### config.mk
export PLATFORM = sky130hd
export DESIGN_NAME = ccg_ctrl
export DESIGN_NICKNAME = d
export VERILOG_FILES = /design/src/verilog/ccg_pkg.sv /design/src/verilog/ccg_ctrl.sv
export SDC_FILE = /design/constraint.sdc
export NUM_CORES = 1
export LEC_CHECK = 0
export BUFFER_PORTS_ARGS = -buffer_cell sky130_fd_sc_hd__buf_2
export CORE_MARGIN = 2
export CORE_UTILIZATION = 30
export DETAILED_ROUTE_END_ITERATION = 6
export PLACE_DENSITY = 0.58
export SLEW_MARGIN = 5
export SYNTH_ARGS = -nofsm -noshare
export SYNTH_HDL_FRONTEND = slang
export SYNTH_SLANG_ARGS = --single-unit
### constraint.sdc
create_clock -name pclk -period 4.19 [get_ports pclk]
set_input_delay 0.2095 -clock pclk [delete_from_list [all_inputs] [get_ports pclk]]
set_output_delay 0.2095 -clock pclk [all_outputs]
set_load 0.03 [all_outputs]
### src/verilog/ccg_pkg.sv
// package: register map, field layout and constants of the clock generator control block
package ccg_pkg;
    // register indices as printed; byte address is four times the low IDX_W bits of the index
    localparam logic [31:0] IDX_PWR_SAVE = 32'hFFFFF070;
    localparam logic [31:0] IDX_SETTLE_SEL = 32'hFFFFF380;
    localparam logic [31:0] IDX_CLK_OUT = 32'hFFFFF38A;
    localparam logic [31:0] IDX_CPU_DIV = 32'hFFFFF071;
    localparam logic [31:0] IDX_UNLOCK = 32'hFFFFF0FC;
    localparam int IDX_W = 12;
    localparam int ADDR_W = 14;
    // reset values
    localparam logic [7:0] RST_PWR_SAVE = 8'h00;
    localparam logic [7:0] RST_SETTLE = 8'h04;
    localparam logic [7:0] RST_CLKOUT = 8'h00;
    localparam logic [7:0] RST_CPU_DIV = 8'h00;
    // field positions
    localparam int PWR_STOP_BIT = 1;
    localparam int PWR_WATCH_BIT = 2;
    localparam int CLK_OUT_EN_BIT = 4;
    localparam int FS_LSB = 0;
    localparam int CK_LSB = 0;
    localparam int SET_LSB = 0;
    localparam logic [2:0] SETTLE_MAX_CODE = 3'h4;
    // pll multiplies the oscillator by four
    localparam int PLL_MULT = 4;
    localparam int PRE_W = 4;
    localparam int SET_CNT_W = 16;
    // settle exponents for codes 0..4
    localparam logic [4:0] EXP_C0 = 5'hA;
    localparam logic [4:0] EXP_C1 = 5'hC;
    localparam logic [4:0] EXP_C2 = 5'hD;
    localparam logic [4:0] EXP_C3 = 5'hE;
    localparam logic [4:0] EXP_C4 = 5'hF;
    localparam logic [3:0] STRB_BYTE0 = 4'h1;

    typedef struct packed {
        logic psel;
        logic penable;
        logic pwrite;
        logic [ADDR_W-1:0] paddr;
        logic [31:0] pwdata;
        logic [3:0] pstrb;
    } ccg_apb_req_s;

    typedef enum logic [3:0] {
        ST_RUN = 4'h1,
        ST_WATCH = 4'h2,
        ST_STOP = 4'h4,
        ST_SETTLE = 4'h8
    } ccg_mode_e;
endpackage

### src/verilog/ccg_ctrl.sv
// clock generator control: prescaler, power-save modes, protected writes, clock output pin
//
// The APB slave port was left to the implementer.
`timescale 1ns/1ps
module ccg_ctrl
    import ccg_pkg::*;
#(
    parameter int SETTLE_SCALE_LOG2 = 0
) (
    input wire logic pclk,
    input wire logic presetn,
    input wire ccg_apb_req_s apb_req,
    output logic [31:0] prdata,
    output logic pready,
    output logic pslverr,
    input wire logic wake_req,
    input wire logic instr_retire,
    input wire logic nonsample_instr,
    output logic irq_sample_block,
    output logic osc_ref_en,
    output logic cpu_clk_en,
    output logic periph_clk_en,
    output logic watch_clk_en,
    output logic cpu_hold,
    output logic clock_output_pin
);

    // true when the word index in the address matches a register index
    function automatic logic hit(input logic [ADDR_W-1:0] a, input logic [31:0] idx);
        hit = (a[ADDR_W-1:2] == idx[IDX_W-1:0]);
    endfunction

    // divider tick: low code bits of the prescaler all ones
    function automatic logic div_tick(input logic [PRE_W-1:0] c, input logic [1:0] code);
        logic [PRE_W-1:0] m;
        m = PRE_W'((1 << code) - 1);
        div_tick = ((c & m) == m);
    endfunction

    // settle length for a code; scaled down only for short simulations
    function automatic logic [SET_CNT_W-1:0] settle_len(input logic [2:0] code);
        logic [4:0] e;
        case (code)
            3'h0: e = EXP_C0;
            3'h1: e = EXP_C1;
            3'h2: e = EXP_C2;
            3'h3: e = EXP_C3;
            default: e = EXP_C4;
        endcase
        settle_len = SET_CNT_W'(1 << (e - 5'(SETTLE_SCALE_LOG2)));
    endfunction

    logic wr;
    logic rd_ok;
    logic acc;
    logic mapped;
    logic byte0;
    logic unlock_armed;
    logic prot_ok;
    logic [1:0] cpu_div;
    logic stop_req;
    logic watch_req;
    logic [2:0] settle_code;
    logic clk_out_en;
    logic [1:0] pin_freq;
    logic [PRE_W-1:0] prescale;
    logic [SET_CNT_W-1:0] settle_cnt;
    logic wake_meta;
    logic wake_sync;
    logic pin_q;
    ccg_mode_e mode;
    ccg_mode_e next_mode;

    // apb decode; zero wait states keep every access one access cycle long
    assign acc = apb_req.psel & apb_req.penable;
    assign wr = acc & apb_req.pwrite;
    assign byte0 = apb_req.pstrb[0];
    assign mapped = hit(apb_req.paddr, IDX_PWR_SAVE) | hit(apb_req.paddr, IDX_SETTLE_SEL)
        | hit(apb_req.paddr, IDX_CLK_OUT) | hit(apb_req.paddr, IDX_CPU_DIV)
        | hit(apb_req.paddr, IDX_UNLOCK);
    assign rd_ok = acc & ~apb_req.pwrite & mapped;
    assign pready = 1'b1;
    assign pslverr = acc & ~mapped;
    assign prot_ok = wr & byte0 & unlock_armed;

    // unlock is good for exactly the next transfer, whatever it is
    always_ff @(posedge pclk or negedge presetn) begin
        if (!presetn) begin
            unlock_armed <= 1'b0;
        end else if (acc) begin
            unlock_armed <= wr & hit(apb_req.paddr, IDX_UNLOCK);
        end
    end

    // interrupt sampling is blocked from a non-sampling instruction to the next one
    always_ff @(posedge pclk or negedge presetn) begin
        if (!presetn) begin
            irq_sample_block <= 1'b0;
        end else if (nonsample_instr | (wr & hit(apb_req.paddr, IDX_UNLOCK))) begin
            irq_sample_block <= 1'b1;
        end else if (instr_retire) begin
            irq_sample_block <= 1'b0;
        end
    end

    // protected divider register
    always_ff @(posedge pclk or negedge presetn) begin
        if (!presetn) begin
            cpu_div <= RST_CPU_DIV[CK_LSB +: 2];
        end else if (prot_ok && hit(apb_req.paddr, IDX_CPU_DIV)) begin
            cpu_div <= apb_req.pwdata[CK_LSB +: 2];
        end
    end

    // protected power-save bits; hardware clears the bit of the mode it leaves
    always_ff @(posedge pclk or negedge presetn) begin
        if (!presetn) begin
            stop_req <= RST_PWR_SAVE[PWR_STOP_BIT];
            watch_req <= RST_PWR_SAVE[PWR_WATCH_BIT];
        end else if (mode == ST_STOP && wake_sync) begin
            stop_req <= 1'b0;
        end else if (mode == ST_WATCH && wake_sync) begin
            watch_req <= 1'b0;
        end else if (prot_ok && hit(apb_req.paddr, IDX_PWR_SAVE)) begin
            stop_req <= apb_req.pwdata[PWR_STOP_BIT];
            watch_req <= apb_req.pwdata[PWR_WATCH_BIT];
        end
    end

    // settle select: whole byte writes only, prohibited codes are dropped
    always_ff @(posedge pclk or negedge presetn) begin
        if (!presetn) begin
            settle_code <= RST_SETTLE[SET_LSB +: 3];
        end else if (wr && hit(apb_req.paddr, IDX_SETTLE_SEL) && apb_req.pstrb == STRB_BYTE0
                && apb_req.pwdata[SET_LSB +: 3] <= SETTLE_MAX_CODE) begin
            settle_code <= apb_req.pwdata[SET_LSB +: 3];
        end
    end

    // clock output mode register, not protected
    always_ff @(posedge pclk or negedge presetn) begin
        if (!presetn) begin
            clk_out_en <= RST_CLKOUT[CLK_OUT_EN_BIT];
            pin_freq <= RST_CLKOUT[FS_LSB +: 2];
        end else if (wr && byte0 && hit(apb_req.paddr, IDX_CLK_OUT)) begin
            clk_out_en <= apb_req.pwdata[CLK_OUT_EN_BIT];
            pin_freq <= apb_req.pwdata[FS_LSB +: 2];
        end
    end

    // read mux; protected registers need no unlock to read
    always_ff @(posedge pclk or negedge presetn) begin
        if (!presetn) begin
            prdata <= 32'h0000_0000;
        end else if (apb_req.psel && !apb_req.penable && !apb_req.pwrite) begin
            prdata <= 32'h0000_0000;
            if (hit(apb_req.paddr, IDX_PWR_SAVE)) begin
                prdata[PWR_STOP_BIT] <= stop_req;
                prdata[PWR_WATCH_BIT] <= watch_req;
            end else if (hit(apb_req.paddr, IDX_CPU_DIV)) begin
                prdata[CK_LSB +: 2] <= cpu_div;
            end else if (hit(apb_req.paddr, IDX_SETTLE_SEL)) begin
                prdata[SET_LSB +: 3] <= settle_code;
            end else if (hit(apb_req.paddr, IDX_CLK_OUT)) begin
                prdata[CLK_OUT_EN_BIT] <= clk_out_en;
                prdata[FS_LSB +: 2] <= pin_freq;
            end
        end
    end

    // wake pin is asynchronous: two flops before use
    always_ff @(posedge pclk or negedge presetn) begin
        if (!presetn) begin
            wake_meta <= 1'b0;
            wake_sync <= 1'b0;
        end else begin
            wake_meta <= wake_req;
            wake_sync <= wake_meta;
        end
    end

    // mode sequencer; stop wins if software sets both bits
    always_comb begin
        next_mode = mode;
        case (mode)
            ST_RUN: begin
                if (stop_req) begin
                    next_mode = ST_STOP;
                end else if (watch_req) begin
                    next_mode = ST_WATCH;
                end
            end
            ST_WATCH, ST_STOP: begin
                if (wake_sync) begin
                    next_mode = ST_SETTLE;
                end
            end
            ST_SETTLE: begin
                if (settle_cnt == settle_len(settle_code) - SET_CNT_W'(1)) begin
                    next_mode = ST_RUN;
                end
            end
            default: next_mode = ST_RUN;
        endcase
    end

    always_ff @(posedge pclk or negedge presetn) begin
        if (!presetn) begin
            mode <= ST_RUN;
        end else begin
            mode <= next_mode;
        end
    end

    // settle counter counts main cycles only; oscillator start-up is not in it
    always_ff @(posedge pclk or negedge presetn) begin
        if (!presetn) begin
            settle_cnt <= '0;
        end else if (mode == ST_SETTLE) begin
            settle_cnt <= settle_cnt + SET_CNT_W'(1);
        end else begin
            settle_cnt <= '0;
        end
    end

    // free-running prescaler, parked in stop so nothing ticks
    always_ff @(posedge pclk or negedge presetn) begin
        if (!presetn) begin
            prescale <= '0;
        end else if (mode != ST_STOP) begin
            prescale <= prescale + PRE_W'(1);
        end
    end

    // clock enables per domain; watch logic survives watch mode only
    assign osc_ref_en = (mode != ST_STOP)
        && (prescale[1:0] == 2'(PLL_MULT - 1));
    assign cpu_hold = (mode != ST_RUN);
    assign cpu_clk_en = (mode == ST_RUN) && div_tick(prescale, cpu_div);
    assign periph_clk_en = (mode == ST_RUN) || (mode == ST_SETTLE);
    assign watch_clk_en = (mode != ST_STOP);

    // pin toggles every 2^fs main cycles, giving main/2 up to main/16
    always_ff @(posedge pclk or negedge presetn) begin
        if (!presetn) begin
            pin_q <= 1'b0;
        end else if (!clk_out_en || mode == ST_STOP || mode == ST_WATCH) begin
            pin_q <= 1'b0;
        end else if (div_tick(prescale, pin_freq)) begin
            pin_q <= ~pin_q;
        end
    end
    assign clock_output_pin = pin_q;
endmodule // ccg_ctrl

Yosys cells after proc, flatten, opt, wreduce, memory -nomap -nowiden --
Index checks and enable logic that the tools add are counted.
Word-level totals: register bits after elaboration 43, bits of input ports 58
Cells by class: $add $sub $neg 5, order comparisons 1, equality and inequality tests 23, shift-type cells 3, muxes and demuxes 28, bitwise logic cells 16, reductions and logical operators 28
Operators by type and width (count):
- 12-bit by 10-bit == test with 1-bit output (second input constant) | 2
- 12-bit by 7-bit == test with 1-bit output (second input constant) | 2
- 16-bit by 1-bit adder with 16-bit output (second input constant) | 1
- 16-bit == test | 1
- 1-bit two-way mux | 16
- 16-bit two-way mux | 1
- 4-bit two-way mux | 4
- 1-bit by 5-bit << shifter with 16-bit output (first input constant) | 1
- 16-bit by 1-bit subtractor with 16-bit output (second input constant) | 1
- 1-bit logical AND | 13
- 12-bit by 8-bit == test with 1-bit output (second input constant) | 1
- 3-bit one-hot mux with 4 select lines | 1
- 4-bit one-hot mux with 3 select lines | 1
- 4-bit AND | 2
- 4-bit by 1-bit == test with 1-bit output (second input constant) | 2
- 4-bit == test | 2
- 2-bit two-way mux | 4
- 2-bit nonzero test | 4
- 1-bit by 2-bit << shifter with 4-bit output (first input constant) | 2
- 4-bit by 2-bit subtractor with 4-bit output (second input constant) | 2
- 1-bit AND | 6
- 3-bit by 2-bit == test with 1-bit output (second input constant) | 2
- 2-bit inequality test (second input constant) | 3
- 5-bit two-way mux | 1
- 18 further kinds | 29

Depth between registers and ports, before layout --
word-level depth 8, mapped depth 6

Least setup slack after synthesis --
Ideal clock, no wire load.
path type reg2out, from register mode[0], to output cpu_clk_en, arrival time 2.191 ns, required time 3.980 ns, setup slack 1.790 ns, cell stages (with the launch flop) 5, path buffers 2, cells stage by stage dfstp_2 -> buf_4 -> or4b_2 -> clkbuf_2 -> a211oi_1
Between the ends: word-level cells in the longest chain between the ends 2
Ends and longest elaborated chain:
- start: declaration | RTL line ccg_ctrl.sv:71 | ccg_mode_e mode;
- start signal: assignment | RTL line ccg_ctrl.sv:211 | mode <= next_mode;
- 4-bit by 1-bit == test with 1-bit output | RTL line ccg_ctrl.sv:239 | assign cpu_clk_en = (mode == ST_RUN) && div_tick(prescale, cpu_div);
- 1-bit logical AND | RTL line ccg_ctrl.sv:239
- end: declaration | RTL line ccg_ctrl.sv:21 | output logic cpu_clk_en,
No other way between the ends.

Worst setup path in the final report --
Ends and elaborated chain as after synthesis.

==> metrics.csv <==
metric;value;unit
status;finished, final reports clean;
avgSynthCellArea;9.57;µm²
drt-total-wl;4.90;mm
whs;0.0197;ns
insertion_delay;0.30;ns
antenna_found_initial;0;
synthArstFlopShare;100;%
syn_area;2460;µm²
setup_tns;0;ns
final_nets;356;
fmax;436;MHz
crit_type;reg -> out;
worst_slack;1.90;ns
ir_drop;0.126;mV
crit_arrival;2.08;ns
netSwitchingPower;0.000207;W
post_cts_buffers;0;
dieArea;8940;µm²
via_per_inst;4.71;
clockPowerShare;35.6;%
die_x;94.5;µm
p_per_area;272;nW/µm²
grt_pass1_wl;8.19;mm
place_area;2650;µm²
numPortBuffers;39;
place_ws;2.18;ns
fill_cells;876;
syn_inst;257;
p_seq_share;54.8;%
num_vias;1893;
synth_top_area_cell;dfrtp_1;
drc;0;
final_layout_size_suffix_gt1_share;21.9;%
cts-buffers-inserted;5;
pwr-share-comb;9.6;%
setup_viol;0;
worstMarginPinSlew;0.959;ns
required;3.98;ns
cts_sinks;42;
coreArea;8090;µm²
num_rows;33;
start_util;30.4;%
first_global_vias;1757;
dr.pass1.iters;4;
synth_top_area_share;40.7;%
yosysSeqAreaShare;42.8;%
drv_cap;0;
synth-edff-count;0;
swShare;27.8;%
hpwl;3.63;mm
ys_ff_latch;42;
fp.dieH;94.5;µm
grt_start_max_net_pins;43;
cp_max_fo;8;
drt_first_iter_violations;92;
syn2layout_area_growth;11.2;%
gp_congestion;0.807;
maxSlewHeadroom;36.1;%
critPathLaunchType;register;
final-max-slew-violation-count;0;
hold_path_class;in -> reg;
synth_most_common_cell;dfrtp_1;
rsz0062_at_grt;false;
design_area;2740;µm²
root_buffer;clkbuf_8;
htreeDepth;2;
grt.total_usage;11.5;%
synth.area.top_cells;dfrtp_1 41%, buf_4 9.2%, mux2_2 3.7%;
ctsLongestPathBuffers;2;
period_minus_slack;2.29;ns
antenna_cells;0;
p_int;0.000538;W
yosys.cell_types.count;52;
p_leak;1.25;nW
finClkSkew;0.0109;ns
synth-main-ff-cell;dfrtp_1;
synth_common_cells;40 x dfrtp_1, 30 x buf_4, 24 x nor2_1;
yosys_warnings;0;
ant_nets;0;
critPathCaptureType;output port;
grt_overflow_total;0;
ctsResizeCount;0;
hold_viol_final;0;
io_pins;99;
period_share;54.7;%
cts_tree;done;
cts.clk_slew.worst_paths;0.09;ns
wl_per_cell;12.2;µm
cts-hold-fix-buffers;0;
==> power by group through the flow <==
| stage | Combinational, W | Clock (W) | Sequential, W |
|---|---|---|---|
| 2_1_floorplan | 0.0000633 | 0 | 0.000417 |
| 3_3_place_gp | 0.0000713 | 0 | 0.000416 |
| 3_5_place_dp | 0.0000719 | 0 | 0.000416 |
| 4_1_cts | 0.0000721 | 0.000278 | 0.000408 |
| 5_1_grt | 0.0000788 | 0.000293 | 0.000408 |
| 6_report | 0.0000715 | 0.000265 | 0.000408 |
==> critical path: stages, from the launching register on <==
cell and delay [ns]:
dfstp_2 0.61, or4b_2 0.71, a211oi_1 0.23, buf_2 0.24
==> cell usage in the layout, fill, tap and decap left out, types with 5 or more instances in the layout <==
cell	netlist	layout
dfrtp_1	40	40
buf_2	0	39
conb_1	2	29
nor2_1	24	24
nand2_1	18	18
o21ai_0	13	13
a21oi_1	10	10
inv_1	9	9
nand3_1	8	8
xnor2_1	8	8
mux2_2	8	8
nor4_1	7	7
xor2_1	7	7
nor3_1	6	6
clkbuf_8	0	5
==> sequential cells by signal, indices dropped and copies added, names as in the netlist, 2 cells and up <==
signal,cells
cpu_div,2
mode,4
pin_freq,2
prdata,4
prescale,3
settle_cnt,16
settle_code,3
==> through the flow <==
step           util, %  instances  total power, W
2_1_floorplan        -        284        0.000480
3_3_place_gp      32.7        394        0.000487
3_5_place_dp      32.7        394        0.000488
4_1_cts           33.8        402        0.000758
5_1_grt           33.8        402        0.000780
6_report          33.8        402        0.000745
==> area by class of cell <==
type / count / area, µm² / area share (%)
multi-input combinational: 199 / 1230 / 45.0
clock inverter: 3 / 21.3 / 0.778
timing repair buffer: 39 / 195 / 7.14
tap: 105 / 131 / 4.80
inverter: 9 / 33.8 / 1.24
clock buffer: 5 / 68.8 / 2.52
sequential: 42 / 1050 / 38.5
==> path summary, 6_finish.rpt <==
| check | startpoint | endpoint | slack (ns) | cells past startpoint |
|---|---|---|---|---|
| max | mode[0] | cpu_clk_en | 1.90 | 3 |
| min | wake_req | wake_meta | 0.02 | 1 |
| max reg2reg | mode[3] | watch_req | 2.33 | 4 |
| min reg2reg | wake_meta | wake_sync | 0.35 | 0 |
| max in group asynchronous | presetn | settle_cnt[2] | 3.53 | 1 |
| min in group asynchronous | presetn | prdata[2] | 0.06 | 1 |
==> metal layers <==
metal | track usage [%] | wire, µm | vias to the layer above
met5 | 0 | 0 | -
li1 | - | - | 936
met4 | 3.50 | 57 | 0
met3 | 3.19 | 230 | 7
met2 | 18.2 | 2290 | 48
met1 | 15.4 | 2320 | 902
==> kinds of logic after synthesis <==
family	count (synthesis)	synth area share, %
flops	42	42.8
xor+xnor	15	5.34
fa+ha+maj	2	1.02
buf+inv	43	11.2
compound gates	40	10.2
simple gates	105	25.4
mux	8	3.66
other cells	2	0.305
Power figures use the tool's default switching activity.
